File: config.mk
export PLATFORM = sky130hd
export DESIGN_NAME = pieim_top
export DESIGN_NICKNAME = d
export VERILOG_FILES = /design/src/rtl/pieim_pkg.sv /design/src/rtl/pieim_evt_if.sv /design/src/rtl/pieim_flags.sv /design/src/rtl/pieim_top.sv
export SDC_FILE = /design/constraint.sdc
export NUM_CORES = 1
export LEC_CHECK = 0
export ABC_AREA = 1
export BUFFER_PORTS_ARGS = -buffer_cell sky130_fd_sc_hd__buf_2
export CELL_PAD_IN_SITES_DETAIL_PLACEMENT = 2
export CELL_PAD_IN_SITES_GLOBAL_PLACEMENT = 2
export CORE_MARGIN = 4
export CORE_UTILIZATION = 23
export CTS_CLUSTER_SIZE = 14
export DETAILED_ROUTE_END_ITERATION = 16
export PLACE_DENSITY = 0.73
export SLEW_MARGIN = 40
export SYNTH_ARGS = -nofsm -noshare
export SYNTH_HDL_FRONTEND = slang
export SYNTH_SLANG_ARGS = --single-unit
File: constraint.sdc
create_clock -name i_clock -period 1.4 [get_ports i_clock]
set_clock_uncertainty 0.15 [all_clocks]
set_input_delay 0 -clock i_clock [delete_from_list [all_inputs] [get_ports i_clock]]
set_output_delay 0 -clock i_clock [all_outputs]
set_load 0.1 [all_outputs]
File: src/rtl/pieim_pkg.sv
// Package: register map, field positions and reset values for the block
package pieim_pkg;
  localparam int          ADDR_W          = 8;     // Byte address width
  // Register byte addresses
  localparam logic [7:0]  ADDR_ENABLE     = 8'h8C; // peripheral_irq_enable
  localparam logic [7:0]  ADDR_FLAGS      = 8'h0C; // peripheral_irq_flags
  localparam logic [7:0]  ADDR_CORE_CTRL  = 8'h8B; // core_irq_control
  localparam logic [7:0]  ADDR_IRQ_STAT   = 8'h40; // Sticky event status
  localparam logic [7:0]  ADDR_IRQ_MASK   = 8'h44; // Event status mask
  // Field positions
  localparam int          BIT_CONV        = 6;
  localparam int          BIT_SERIAL      = 3;
  localparam int          BIT_CAPCMP      = 2;
  localparam int          BIT_PERIOD      = 1;
  localparam int          BIT_WIDE_OVF    = 0;
  localparam int          BIT_GLOBAL      = 7;     // In core_irq_control
  localparam int          BIT_PERIPH      = 6;     // In core_irq_control
  localparam int          BIT_REQ         = 0;     // In status and mask
  // Implemented bits of enable/flag, core control and status/mask registers; reset byte and responses
  localparam logic [7:0]  IMPL_MASK       = 8'h4F;
  localparam logic [7:0]  CORE_MASK       = 8'hC0;
  localparam logic [7:0]  REQ_MASK        = 8'h01;
  localparam logic [7:0]  RESET_BYTE      = 8'h00;
  localparam logic [1:0]  RESP_OKAY       = 2'b00;
  localparam logic [1:0]  RESP_SLVERR     = 2'b10;
endpackage : pieim_pkg

File: src/rtl/pieim_evt_if.sv
// Interface: peripheral event pulses and flag state between modules
interface pieim_evt_if;
  logic [7:0] events;   // One-cycle event pulses, flag layout
  logic [7:0] clr;      // Software clear pulses, flag layout
  logic [7:0] flags;    // Current flag state
  modport owner (input events, input clr, output flags);
  modport user  (output events, output clr, input flags);
endinterface : pieim_evt_if

File: src/rtl/pieim_flags.sv
// Flag register: hardware sets, software clears, set wins on collision
module pieim_flags (
  input  wire logic   i_clock,
  input  wire logic   i_rst_n,
  pieim_evt_if.owner  evt
);
  logic [7:0] flags_w;   // Flag bits gathered from the per-bit flops

  // One generate per flag bit; unimplemented positions stay zero.
  // Each bit owns its flop, so no variable has two kinds of driver.
  genvar g;
  for (g = 0; g < 8; g++) begin : g_flag
    if (pieim_pkg::IMPL_MASK[g]) begin : g_impl
      logic bit_ff;      // This flag
      always_ff @(posedge i_clock or negedge i_rst_n) begin
        if (!i_rst_n) begin
          bit_ff <= 1'b0;
        end else if (evt.events[g]) begin
          // Set regardless of any enable; wins over a clear
          bit_ff <= 1'b1;
        end else if (evt.clr[g]) begin
          bit_ff <= 1'b0;
        end
      end
      assign flags_w[g] = bit_ff;
    end else begin : g_none
      assign flags_w[g] = 1'b0;
    end
  end

  assign evt.flags = flags_w;
endmodule : pieim_flags

File: src/rtl/pieim_top.sv
// Top: peripheral interrupt enable register, gating and AXI4-Lite slave
// Operation
// Bits 7, 5, 4 read zero, ignore writes
// Bit 6 enables conversion-complete interrupt
// Bits 3..0 enable serial, capcmp, period, overflow
// Enable bits read/write, zero after reset
// Peripheral enable gates all peripheral requests
// Flags set regardless of any enable
// Software clears flag before enabling it
// Flags match enable positions, software clears
// Request when flag, enable, both globals set
//
// The implementer's own choice: the AXI4-Lite slave port.
module pieim_top (
  input  wire logic        i_clock,
  input  wire logic        i_rstn,
  // Peripheral event pulses, same clock
  input  wire logic        i_conv_done,
  input  wire logic        i_serial_evt,
  input  wire logic        i_capcmp_evt,
  input  wire logic        i_period_match,
  input  wire logic        i_wide_timer_ovf,
  // AXI4-Lite slave
  input  wire logic [7:0]  i_awaddr,
  input  wire logic        i_awvalid,
  output logic             o_awready,
  input  wire logic [31:0] i_wdata,
  input  wire logic [3:0]  i_wstrb,
  input  wire logic        i_wvalid,
  output logic             o_wready,
  output logic [1:0]       o_bresp,
  output logic             o_bvalid,
  input  wire logic        i_bready,
  input  wire logic [7:0]  i_araddr,
  input  wire logic        i_arvalid,
  output logic             o_arready,
  output logic [31:0]      o_rdata,
  output logic [1:0]       o_rresp,
  output logic             o_rvalid,
  input  wire logic        i_rready,
  // Interrupt outputs
  output logic             o_periph_irq_req,
  output logic             o_irq
);
  // Reset synchroniser: async assert, two-flop release
  logic rst_s1_ff;  // First stage
  logic rst_n_ff;   // Released reset for the design
  always_ff @(posedge i_clock or negedge i_rstn) begin
    if (!i_rstn) begin
      rst_s1_ff <= 1'b0;
      rst_n_ff  <= 1'b0;
    end else begin
      rst_s1_ff <= 1'b1;
      rst_n_ff  <= rst_s1_ff;
    end
  end

  logic [7:0] enable_ff;     // peripheral_irq_enable
  logic [7:0] core_ff;       // core_irq_control global bits
  logic [7:0] stat_ff;       // Sticky status
  logic [7:0] mask_ff;       // Status mask
  logic       req_ff;        // Registered request
  logic       irq_ff;        // Registered interrupt line

  pieim_evt_if evt ();

  // Event pulses gathered at flag positions
  always_comb begin
    evt.events = pieim_pkg::RESET_BYTE;
    evt.events[pieim_pkg::BIT_CONV]     = i_conv_done;
    evt.events[pieim_pkg::BIT_SERIAL]   = i_serial_evt;
    evt.events[pieim_pkg::BIT_CAPCMP]   = i_capcmp_evt;
    evt.events[pieim_pkg::BIT_PERIOD]   = i_period_match;
    evt.events[pieim_pkg::BIT_WIDE_OVF] = i_wide_timer_ovf;
  end

  pieim_flags u_flags (
    .i_clock (i_clock),
    .i_rst_n (rst_n_ff),
    .evt     (evt)
  );

  // Write channel capture: address and data taken in either order
  logic [7:0]  waddr_ff;
  logic [31:0] wdata_ff;
  logic [3:0]  wstrb_ff;
  logic        have_aw_ff;
  logic        have_w_ff;
  logic        bvalid_ff;
  logic [1:0]  bresp_ff;
  logic        do_write;
  logic        hit_w;
  logic [7:0]  wbyte;
  logic        wr_en;       // Write that touches byte lane 0

  assign do_write = have_aw_ff && have_w_ff && !bvalid_ff;
  // Lane 0 off leaves every register as it was; a zero byte instead
  // would wipe the enables and clear every pending flag
  assign wr_en    = do_write && wstrb_ff[0];
  assign wbyte    = wdata_ff[7:0];

  // Address decode of the pending write
  always_comb begin
    case (waddr_ff)
      pieim_pkg::ADDR_ENABLE,
      pieim_pkg::ADDR_FLAGS,
      pieim_pkg::ADDR_CORE_CTRL,
      pieim_pkg::ADDR_IRQ_STAT,
      pieim_pkg::ADDR_IRQ_MASK: hit_w = 1'b1;
      default:                  hit_w = 1'b0;
    endcase
  end

  // Accept address and data; hold each until the write is done
  always_ff @(posedge i_clock or negedge rst_n_ff) begin
    if (!rst_n_ff) begin
      have_aw_ff <= 1'b0;
      have_w_ff  <= 1'b0;
      waddr_ff   <= pieim_pkg::RESET_BYTE;
      wdata_ff   <= '0;
      wstrb_ff   <= '0;
    end else if (do_write) begin
      have_aw_ff <= 1'b0;
      have_w_ff  <= 1'b0;
    end else begin
      if (i_awvalid && !have_aw_ff) begin
        have_aw_ff <= 1'b1;
        waddr_ff   <= i_awaddr;
      end
      if (i_wvalid && !have_w_ff) begin
        have_w_ff <= 1'b1;
        wdata_ff  <= i_wdata;
        wstrb_ff  <= i_wstrb;
      end
    end
  end

  // Write response; unmapped address answers SLVERR
  always_ff @(posedge i_clock or negedge rst_n_ff) begin
    if (!rst_n_ff) begin
      bvalid_ff <= 1'b0;
      bresp_ff  <= pieim_pkg::RESP_OKAY;
    end else if (do_write) begin
      bvalid_ff <= 1'b1;
      bresp_ff  <= hit_w ? pieim_pkg::RESP_OKAY : pieim_pkg::RESP_SLVERR;
    end else if (i_bready) begin
      bvalid_ff <= 1'b0;
    end
  end

  // Enable register: only implemented bits store, others stay zero
  always_ff @(posedge i_clock or negedge rst_n_ff) begin
    if (!rst_n_ff) begin
      enable_ff <= pieim_pkg::RESET_BYTE;
    end else if (wr_en && waddr_ff == pieim_pkg::ADDR_ENABLE) begin
      enable_ff <= wbyte & pieim_pkg::IMPL_MASK;
    end
  end

  // Global enables of the core control register
  always_ff @(posedge i_clock or negedge rst_n_ff) begin
    if (!rst_n_ff) begin
      core_ff <= pieim_pkg::RESET_BYTE;
    end else if (wr_en && waddr_ff == pieim_pkg::ADDR_CORE_CTRL) begin
      core_ff <= wbyte & pieim_pkg::CORE_MASK;
    end
  end

  // Flag clear: writing zero to a set flag clears it; ones leave it.
  // Software cannot set a flag, so a stale one must be cleared first.
  always_comb begin
    evt.clr = pieim_pkg::RESET_BYTE;
    if (wr_en && waddr_ff == pieim_pkg::ADDR_FLAGS) begin
      evt.clr = ~wbyte & pieim_pkg::IMPL_MASK;
    end
  end

  // Request gating: flag and enable, peripheral and global enables
  logic req_nxt;
  assign req_nxt = (|(evt.flags & enable_ff))
                 && core_ff[pieim_pkg::BIT_PERIPH]
                 && core_ff[pieim_pkg::BIT_GLOBAL];

  // Status and mask; request rising edge sets sticky status
  logic req_rise;
  assign req_rise = req_nxt && !req_ff;
  always_ff @(posedge i_clock or negedge rst_n_ff) begin
    if (!rst_n_ff) begin
      stat_ff <= pieim_pkg::RESET_BYTE;
    end else if (req_rise) begin
      // Set wins over a simultaneous write-one clear
      stat_ff <= stat_ff | pieim_pkg::REQ_MASK;
    end else if (wr_en && waddr_ff == pieim_pkg::ADDR_IRQ_STAT) begin
      stat_ff <= stat_ff & ~(wbyte & pieim_pkg::REQ_MASK);
    end
  end

  always_ff @(posedge i_clock or negedge rst_n_ff) begin
    if (!rst_n_ff) begin
      mask_ff <= pieim_pkg::RESET_BYTE;
    end else if (wr_en && waddr_ff == pieim_pkg::ADDR_IRQ_MASK) begin
      mask_ff <= wbyte & pieim_pkg::REQ_MASK;
    end
  end

  // Registered outputs of request and masked interrupt
  always_ff @(posedge i_clock or negedge rst_n_ff) begin
    if (!rst_n_ff) begin
      req_ff <= 1'b0;
      irq_ff <= 1'b0;
    end else begin
      req_ff <= req_nxt;
      irq_ff <= |(stat_ff & mask_ff);
    end
  end

  // Read channel: one read at a time; data follow the address handshake
  logic        rvalid_ff;
  logic [31:0] rdata_ff;
  logic [1:0]  rresp_ff;
  logic [7:0]  rbyte;
  logic        hit_r;
  always_comb begin
    hit_r = 1'b1;
    case (i_araddr)
      pieim_pkg::ADDR_ENABLE:    rbyte = enable_ff;
      pieim_pkg::ADDR_FLAGS:     rbyte = evt.flags;
      pieim_pkg::ADDR_CORE_CTRL: rbyte = core_ff;
      pieim_pkg::ADDR_IRQ_STAT:  rbyte = stat_ff;
      pieim_pkg::ADDR_IRQ_MASK:  rbyte = mask_ff;
      default: begin
        rbyte = pieim_pkg::RESET_BYTE;
        hit_r = 1'b0;
      end
    endcase
  end

  always_ff @(posedge i_clock or negedge rst_n_ff) begin
    if (!rst_n_ff) begin
      rvalid_ff <= 1'b0;
      rdata_ff  <= '0;
      rresp_ff  <= pieim_pkg::RESP_OKAY;
    end else if (arready_ff && i_arvalid) begin
      // Answer only once the address is taken, never alongside arready
      rvalid_ff <= 1'b1;
      rdata_ff  <= {24'h000000, rbyte};
      rresp_ff  <= hit_r ? pieim_pkg::RESP_OKAY : pieim_pkg::RESP_SLVERR;
    end else if (i_rready) begin
      rvalid_ff <= 1'b0;
    end
  end

  // Ready flags registered so every output comes from a flop
  logic awready_ff;
  logic wready_ff;
  logic arready_ff;
  always_ff @(posedge i_clock or negedge rst_n_ff) begin
    if (!rst_n_ff) begin
      awready_ff <= 1'b0;
      wready_ff  <= 1'b0;
      arready_ff <= 1'b0;
    end else begin
      awready_ff <= i_awvalid && !have_aw_ff && !awready_ff;
      wready_ff  <= i_wvalid && !have_w_ff && !wready_ff;
      arready_ff <= i_arvalid && !rvalid_ff && !arready_ff;
    end
  end

  assign o_awready        = awready_ff;
  assign o_wready         = wready_ff;
  assign o_bvalid         = bvalid_ff;
  assign o_bresp          = bresp_ff;
  assign o_arready        = arready_ff;
  assign o_rvalid         = rvalid_ff;
  assign o_rdata          = rdata_ff;
  assign o_rresp          = rresp_ff;
  assign o_periph_irq_req = req_ff;
  assign o_irq            = irq_ff;
endmodule : pieim_top

# Word level (Yosys, flattened, before mapping)
# Index checks and enable logic that the tools add are counted.
# totals
output_inout_bits	43
in_bits	64
ff_bits	61
romBits	0
ram_bits	0
wordCells	113
memories	0
latch_bits	0
# op_classes
n_mux	26
bitwise	7
shifts	0
magnitude_cmp	0
reduce_logical	43
n_mul	0
n_div	0
n_addsub	0
eq_ne	10
# ops
cell	n
$pmux W8 S5	1
$eq A8 B7 Y1 const B	4
$eq A8 B8 Y1 const B	4
$mux W1	22
$reduce_bool A2 Y1	10
$logic_and A1 B1 Y1	18
$eq A8 B4 Y1 const B	2
$reduce_or A8 Y1	2
$reduce_or A5 Y1	2
$and A8 B1 Y8	1
$and A8 B8 Y8	1
$logic_not A1 Y1	8
$not A1 Y8	1
$and A7 B7 Y7	1
$mux W7	1
$not A7 Y7	1
$reduce_and A2 Y1	3
$mux W2	2
$not A1 Y1	2

# Depth between registers and ports, before layout
# Gate-level depths: netlist (run 1).
# logic_depth
word_depth	7
ltp_mapped	8

# By module
# A second synthesis (run 1) with hierarchy kept.
# unflattened
cells_unflattened	303
hier_area_um2	2549.9
# modules_own_cells
mod	area_per_inst_um2	cells_per_inst	instances
pieim_top	2285.9	269	1
pieim_flags	264.0	34	1

# Worst setup path after synthesis (run 1)
# OpenSTA, ideal clock, no wires.
# synth_timing
kind	reg2reg
startpoint	register bvalid_ff, in the netlist o_bvalid
endpoint	register core_ff[6]
period_less_slack_ps	1765
stages_incl_launch_ff	7
setup_ps	123
path_slack_ps	-365
arrival_ps	1492
n_path_buf	0
cell_sequence	dfrtp_1 inv_1 nand3_2 nor2_4 inv_2 o21ai_0 nand2_1
# synth_between
elab_chain_cells	4
# synth_lines
element	line_no	source
start: declaration	pieim_top.sv:89	logic bvalid_ff;
start signal: assignment	pieim_top.sv:141	bvalid_ff <= 1'b0;
start signal: assignment	pieim_top.sv:144	bvalid_ff <= 1'b1;
start signal: assignment	pieim_top.sv:147	bvalid_ff <= 1'b0;
$logic_not A1 Y1	pieim_top.sv:96	assign do_write = have_aw_ff && have_w_ff && !bvalid_ff;
$logic_and A1 B1 Y1	pieim_top.sv:96	
$logic_and A1 B1 Y1	pieim_top.sv:99	assign wr_en = do_write && wstrb_ff[0];
$logic_and A1 B1 Y1	pieim_top.sv:164	end else if (wr_en && waddr_ff == pieim_pkg::ADDR_CORE_CTRL) begin
end signal: assignment	pieim_top.sv:163	core_ff <= pieim_pkg::RESET_BYTE;
end signal: assignment	pieim_top.sv:165	core_ff <= wbyte & pieim_pkg::CORE_MASK;
end: declaration	pieim_top.sv:59	logic [7:0] core_ff;
# No other way between the ends.
# A chain may end at the register's enable or synchronous reset.

# Worst setup path after layout (run 1)
# layout_timing
startpoint	register waddr_ff[5]
endpoint	register core_ff[6]
# layout_between
elab_chain_cells	2
# layout_lines
element	line_no	source
start: declaration	pieim_top.sv:84	logic [7:0] waddr_ff;
start signal: assignment	pieim_top.sv:119	waddr_ff <= pieim_pkg::RESET_BYTE;
start signal: assignment	pieim_top.sv:128	waddr_ff <= i_awaddr;
$eq A8 B8 Y1	pieim_top.sv:164	
$logic_and A1 B1 Y1	pieim_top.sv:164	
# No other way between the ends.

==> reports/qor.yml, run 1 <==
cts:
  clk_latency_ns: 0.31
  numClockSinks: 48
  clock_path_buffers: 2
  numCtsBuffers: 5
  root_buffer: "clkbuf_8"
  cts_tree: "yes"
  htree_num_levels: 2
  clk_pin_slew_ns: 0.09
routing:
  vias_per_cell: 4.054
  drt-total-wl_um: 6417
  vias: 2043
  firstDrtPassIters: 4
  drtAntennaViolNets: 0
  drc: 0
  wl_per_cell_um: 12.73
  drtIter0Drc: 41
critical_path:
  arrival_ns: 1.49
  startpoint_type: "flop"
  r2r_start: "waddr_ff[5]"
  cp-end-kind: "flop"
  startpoint: "waddr_ff[5]"
  path_max_fanout: 4
  required_ns: 1.45
  crit_type: "flop to flop"
synthesis:
  async_flop_share_pct: 100.0
  synth-seq-cells: 48
  ys.warnings.count: 0
  syn_area_um2: 2338
  yosysSeqAreaShare_pct: 51.36
  synthCells: 273
  synthSimpleGateAreaFrac_pct: 25.09
  synth_top_family_by_area: "simple AND/OR/NAND/NOR gates"
  synthAdderAreaFrac_pct: 0
  synth-compound-area-share_pct: 7.544
  synth_cell_types: 23
  synth_xor_xnor_area_share_pct: 0
  avgSynthCellArea_um2: 8.566
  synth.mux.area_fraction_pct: 1.445
  synth_edf_count: 0
  yosys_most_used_dff: "dfrtp_1"
placed_design:
  preCtsSetupSlack_ns: -0.1143
  portBuffers: 49
  dpl.hpwl_um: 4794
  dp.cells: 457
  gp_congestion: 0.7167
floorplan:
  fp.coreArea_um2: 9819
  rows: 36
  initial_core_util_pct: 23.81
  die_x_um: 108.8
  die_area_um2: 11850
  die_h_um: 108.8
  ioPinCount: 107
power_and_ir_drop:
  power_mw: 5.071
  comb_power_share_pct: 40.7
  seq_power_share_pct: 39.3
  ir_worst_vdd_mv: 1.317
  p_per_area_nw_per_um2: 1549
  swShare_pct: 44.41
  p_clk_share_pct: 20.0
  p_leak_nw: 1.626
  netSwitchingPower_mw: 2.252
  p_int_mw: 2.819
sta:
  hold_viol: 1
  holdWs_ns: -0.01027
  layout_setup_ws_ns: -0.04304
  setup_tns_ns: -0.1963
  period_share_pct: 103.1
  finalCriticalPeriod_ns: 1.443
  rsz0062_at_grt: "yes"
  maxSlewViolCount: 0
  max_freq_mhz: 693.0
  final-setup-viol-count: 8
grt:
  grt_antenna_before_repair: 0
  grt_start_max_net_pins: 47
  grt_pass1_wl_um: 10490
  grt_pass1_vias: 2255
  grt-ovfl-total: 0
  groute.usage.overall_pct: 11.16
worst_hold_path:
  min_from: "i_araddr[3]"
  hold_path.class: "input port to flop"
layout:
  final_common_cell: "nand2_1"
  drive_gt1_share_pct: 28.57
  nFillCells: 1159
  synthToLayoutAreaGrowth_pct: 40.02
  final_cell_mix: "60 x nand2_1, 48 x buf_2, 44 x dfrtp_1"
  finalNonFillerCells: 504
  layout.nets: 434
  antenna-diode-count: 0
run_status:
  violations: "hold timing, setup timing"
  outcome: "complete, but fails checks"
run:
  drv_cap: 0
[repair_timing]
item	in CTS	in global routing
pin swaps	3	19
hold buffers	33	0
endpoints found under the setup margin	14	21
setup buffers	2	4
gates cloned	0	1
hold endpoints to repair	34	0
resized for setup	9	21
[state kept, by name, indices dropped and copies added, names as in the netlist, 2 cells and up]
signal and cells:
enable_ff 5, core_ff 2, o_rdata 6, waddr_ff 8
wdata_ff 6, u_flags.g_flag.g_impl.bit_ff 5
[area by class of cell]
class | count | area (um^2) | share of cell area [%]
clock buffer | 6 | 72.57 | 2.216
clock inverter | 2 | 35.03 | 1.070
inverter | 30 | 112.6 | 3.439
multi-input combinational | 193 | 1005 | 30.68
sequential | 48 | 1206 | 36.84
tap | 133 | 166.4 | 5.082
timing repair buffer | 92 | 676.9 | 20.67
[power by group through the flow]
| stage | clock (mW) | sequential (mW) | combinational [mW] |
|---|---|---|---|
| after floorplan | 0 | 2.38 | 1.03 |
| after global placement | 0 | 1.95 | 1.76 |
| after detailed placement | 0 | 1.97 | 1.81 |
| after CTS | 1.06 | 1.96 | 1.97 |
| after global routing | 1.13 | 2.05 | 2.25 |
| final | 1.01 | 1.99 | 2.06 |
[cell families (layout without fill, tap and decap cells)]
group                  count (synthesis)  in the layout
and+or+nand+nor                      128            129
DFF                                   48             48
other                                  2             29
buffers and inverters                 60            130
AOI/OAI and AO/OA                     32             32
muxes                                  3              3
[cells in the mapped netlist, types with 3 or more instances]
library cell,count,area [um^2]
nand3_2,3,30.03
buf_4,28,210.2
nor2_4,3,33.78
nand2_1,61,229.0
nor2_2,4,25.02
nand2_2,5,31.28
o21ai_1,6,30.03
nor2_1,26,97.59
mux2_2,3,33.78
o21ai_0,8,40.04
a21oi_1,12,60.06
nand3_1,20,100.1
a21o_1,5,37.54
inv_1,28,105.1
nand4_1,3,18.77
dfrtp_1,48,1201
[metal layers]
layer  vias to the layer above  share of wire (%)  global-route usage (%)
met2                        45                 52                   20.52
met3                         7                3.8                   1.954
met5                         -                  0                       0
met1                       993                 43                   13.11
li1                        998                  -                       -
met4                         0                1.2                   3.517
[path summary, 6_finish.rpt]
kind | endpoint | slack [ns] | cells after the start
min in group asynchronous | o_wready | 0.10 | 1
max in group asynchronous | rst_n_ff | 0.60 | 3
setup reg to reg | core_ff[6] | -0.04 | 5
hold / removal | o_rdata[7] | -0.01 | 5
hold reg to reg | o_wready | 0.10 | 1
setup / recovery | core_ff[6] | -0.04 | 5
[metrics by stage]
stage	util (%)	area, um^2
finish	33.35	3274
global route	33.35	3274
CTS	32.22	3164
detailed placement	27.36	2686
global placement	27.36	2686
floorplan	-	2445
[worst max-delay path, cell delays in order (launching register included)]
cell	delay, ns
dfrtp_1	0.42
nor2_4	0.15
nand3_2	0.10
nand3b_1	0.26
o21ai_1	0.20
nand2_1	0.07
Power figures use the tool's default switching activity.
==> inputs of run 2 (changes only) <==
--- a/config.mk
+++ b/config.mk
@@ -6,6 +6,7 @@
 export NUM_CORES = 1
 export LEC_CHECK = 0
 export ABC_AREA = 1
+export ABC_CLOCK_PERIOD_IN_PS = 1400
 export BUFFER_PORTS_ARGS = -buffer_cell sky130_fd_sc_hd__buf_2
 export CELL_PAD_IN_SITES_DETAIL_PLACEMENT = 2
 export CELL_PAD_IN_SITES_GLOBAL_PLACEMENT = 2
@@ -14,6 +15,7 @@
 export CTS_CLUSTER_SIZE = 14
 export DETAILED_ROUTE_END_ITERATION = 16
 export PLACE_DENSITY = 0.73
+export REMOVE_ABC_BUFFERS = 1
 export SLEW_MARGIN = 40
 export SYNTH_ARGS = -nofsm -noshare
 export SYNTH_HDL_FRONTEND = slang
==> reports/qor.yml, run 2 (synthesis gave the netlist of run 1 again) <==
layout:
  final_common_cell: "nand2_1"
  layout.nets: 439  # +1.2%
  drive_gt1_share_pct: 27.73  # -0.84 points
  final_util_pct: 33.45  # +0.10 points
  synthToLayoutAreaGrowth_pct: 40.45
  regMostFlops: "waddr_ff"
  finalNonFillerCells: 508  # +0.79%
  antenna-diode-count: 0  # unchanged
  largest_reg_flops: 8  # unchanged
  final_cell_mix: "60 x nand2_1, 49 x buf_2, 47 x dfrtp_1"
  nFillCells: 1152  # -0.60%
critical_path:
  rrSetupSlack_ns: -0.08  # -0.04 ns
  required_ns: 1.45  # about the same
  startpoint: "waddr_ff[1]"
  crit_type: "flop to flop"
  reg2regPathDepth: 5  # unchanged
  cp-end-kind: "flop"
  cp-endpoint: "u_flags.g_flag[1].g_impl.bit_ff"
  arrival_ns: 1.53  # +0.04 ns
  r2r-end: "u_flags.g_flag[1].g_impl.bit_ff"
  r2r_start: "waddr_ff[1]"
  startpoint_type: "flop"
  path_max_fanout: 6  # +2
power_and_ir_drop:
  seq_power_share_pct: 38.8  # -0.5 points
  netSwitchingPower_mw: 2.240  # -0.55%
  p_leak_nw: 1.640  # +0.89%
  p_int_mw: 2.829  # +0.36%
  swShare_pct: 44.19  # -0.22 points
  ir_worst_vdd_mv: 1.082  # -18%
  p_clk_share_pct: 19.6  # -0.4 points
  p_per_area_nw_per_um2: 1543  # -0.35%
  comb_power_share_pct: 41.7  # +1.0 points
routing:
  firstDrtPassIters: 4  # unchanged
  drtIter0Drc: 49  # +20%
  vias: 2054  # +0.54%
  vias_per_cell: 4.043  # -0.25%
  drc: 0  # unchanged
  wl_per_cell_um: 12.75  # +0.12%
  drt-total-wl_um: 6476  # +0.92%
  drtAntennaViolNets: 0  # unchanged
grt:
  groute.usage.overall_pct: 11.37  # +0.21 points
  grt_antenna_before_repair: 0  # unchanged
  grt_start_max_net_pins: 29  # -38%
  grt_pass1_vias: 2293  # +1.7%
  grt-ovfl-total: 0  # unchanged
  grt_pass1_wl_um: 10810  # +3.0%
cts:
  clock_path_buffers: 2  # unchanged
  clk_pin_slew_ns: 0.09  # about the same
  root_buffer: "clkbuf_8"
  cts_tree: "yes"
  numClockSinks: 48  # unchanged
  htree_num_levels: 2  # unchanged
  numCtsBuffers: 5  # unchanged
  clk_latency_ns: 0.30  # about the same
placed_design:
  preCtsSetupSlack_ns: -0.09692  # +0.01736 ns
  gp_congestion: 0.7036  # -1.8%
  dpl.hpwl_um: 4826  # +0.67%
  dp.cells: 458  # +0.22%
  portBuffers: 49  # unchanged
run_status:
  outcome: "complete, but fails checks"
  violations: "setup timing"
floorplan:
  fp.coreArea_um2: 9819  # unchanged
  initial_core_util_pct: 23.81  # unchanged
  ioPinCount: 107  # unchanged
  die_area_um2: 11850  # unchanged
  rows: 36  # unchanged
  die_h_um: 108.8  # unchanged
  die_x_um: 108.8  # unchanged
worst_hold_path:
  hold_path.class: "input port to flop"
  holdPathStages: 6  # +1
sta:
  hold_viol: 0  # -1
  final-setup-viol-count: 12  # +4
  max_freq_mhz: 676.1  # -2.4%
  layout_setup_ws_ns: -0.07898  # -0.03593 ns
  rsz0062_at_grt: "yes"
  holdWs_ns: 0.02305  # +0.03333 ns
  period_share_pct: 105.6  # +2.6 points
  finalCriticalPeriod_ns: 1.479  # +0.03593 ns
  maxSlewViolCount: 0  # unchanged
run:
  drv_cap: 0  # unchanged
## run 2: power groups by stage
stage / sequential (mW) / combinational, mW / clock [mW]
floorplan: 2.37 / 0.954 / 0
detailed placement: 1.97 / 1.81 / 0
CTS: 1.95 / 1.98 / 1.03
global placement: 1.95 / 1.76 / 0
finish: 1.96 / 2.11 / 0.993
global route: 2.01 / 2.31 / 1.11
## run 2: layout make-up
cell class	count	area, um^2	share of cell area [%]
multi-input cells	193	991.0	30.17
repair buffers	97	709.4	21.60
flip-flops and latches	48	1202	36.61
inverters	30	112.6	3.429
clock buffers	6	72.57	2.210
well taps	133	166.4	5.067
clock inverters	1	30.03	0.9143
## run 2: through the flow
stage	TNS, ns	total power, mW	area (um^2)
after detailed placement	-0.2232	3.784	2678
after floorplan	-16.26	3.326	2220
after CTS	-0.2343	4.965	3171
after global routing	-1.709	5.429	3284
after global placement	0	3.709	2678
final	-0.4707	5.069	3284
## run 2: critical path, stage by stage, from the launching register on
cell     delay, ns
dfrtp_1       0.40
nor2_2        0.17
nand3_2       0.13
nor2_4        0.23
nand3_1       0.12
a21o_1        0.17
## run 2: how the worst min path moves through the flow
stage,startpoint,endpoint
2_1_floorplan,i_rstn,rst_n_ff
3_3_place_gp,i_rstn,rst_s1_ff
5_1_grt,i_araddr[2],o_rdata[7]
6_report,i_araddr[2],o_rdata[7]
3_5_place_dp,i_rstn,rst_s1_ff
4_1_cts,i_araddr[2],o_rdata[7]
## run 2: repair_timing
item                                    4_1_cts  5_1_grt
hold buffers                                 35        0
endpoints found under the hold margin        36        0
setup buffers                                 3        4
cloned                                        0        1
gates resized for setup                       6       17
pin swaps                                     6        8
endpoints found under the setup margin       12       20
## run 2: per-layer routing
layer  share of wire (%)  track usage [%]  vias up
li1                    -                -     1006
met1                  44            14.24      994
met2                  51            20.26       48
met3                 4.2            2.546        6
met4                0.62            1.894        0
met5                   0                0        -
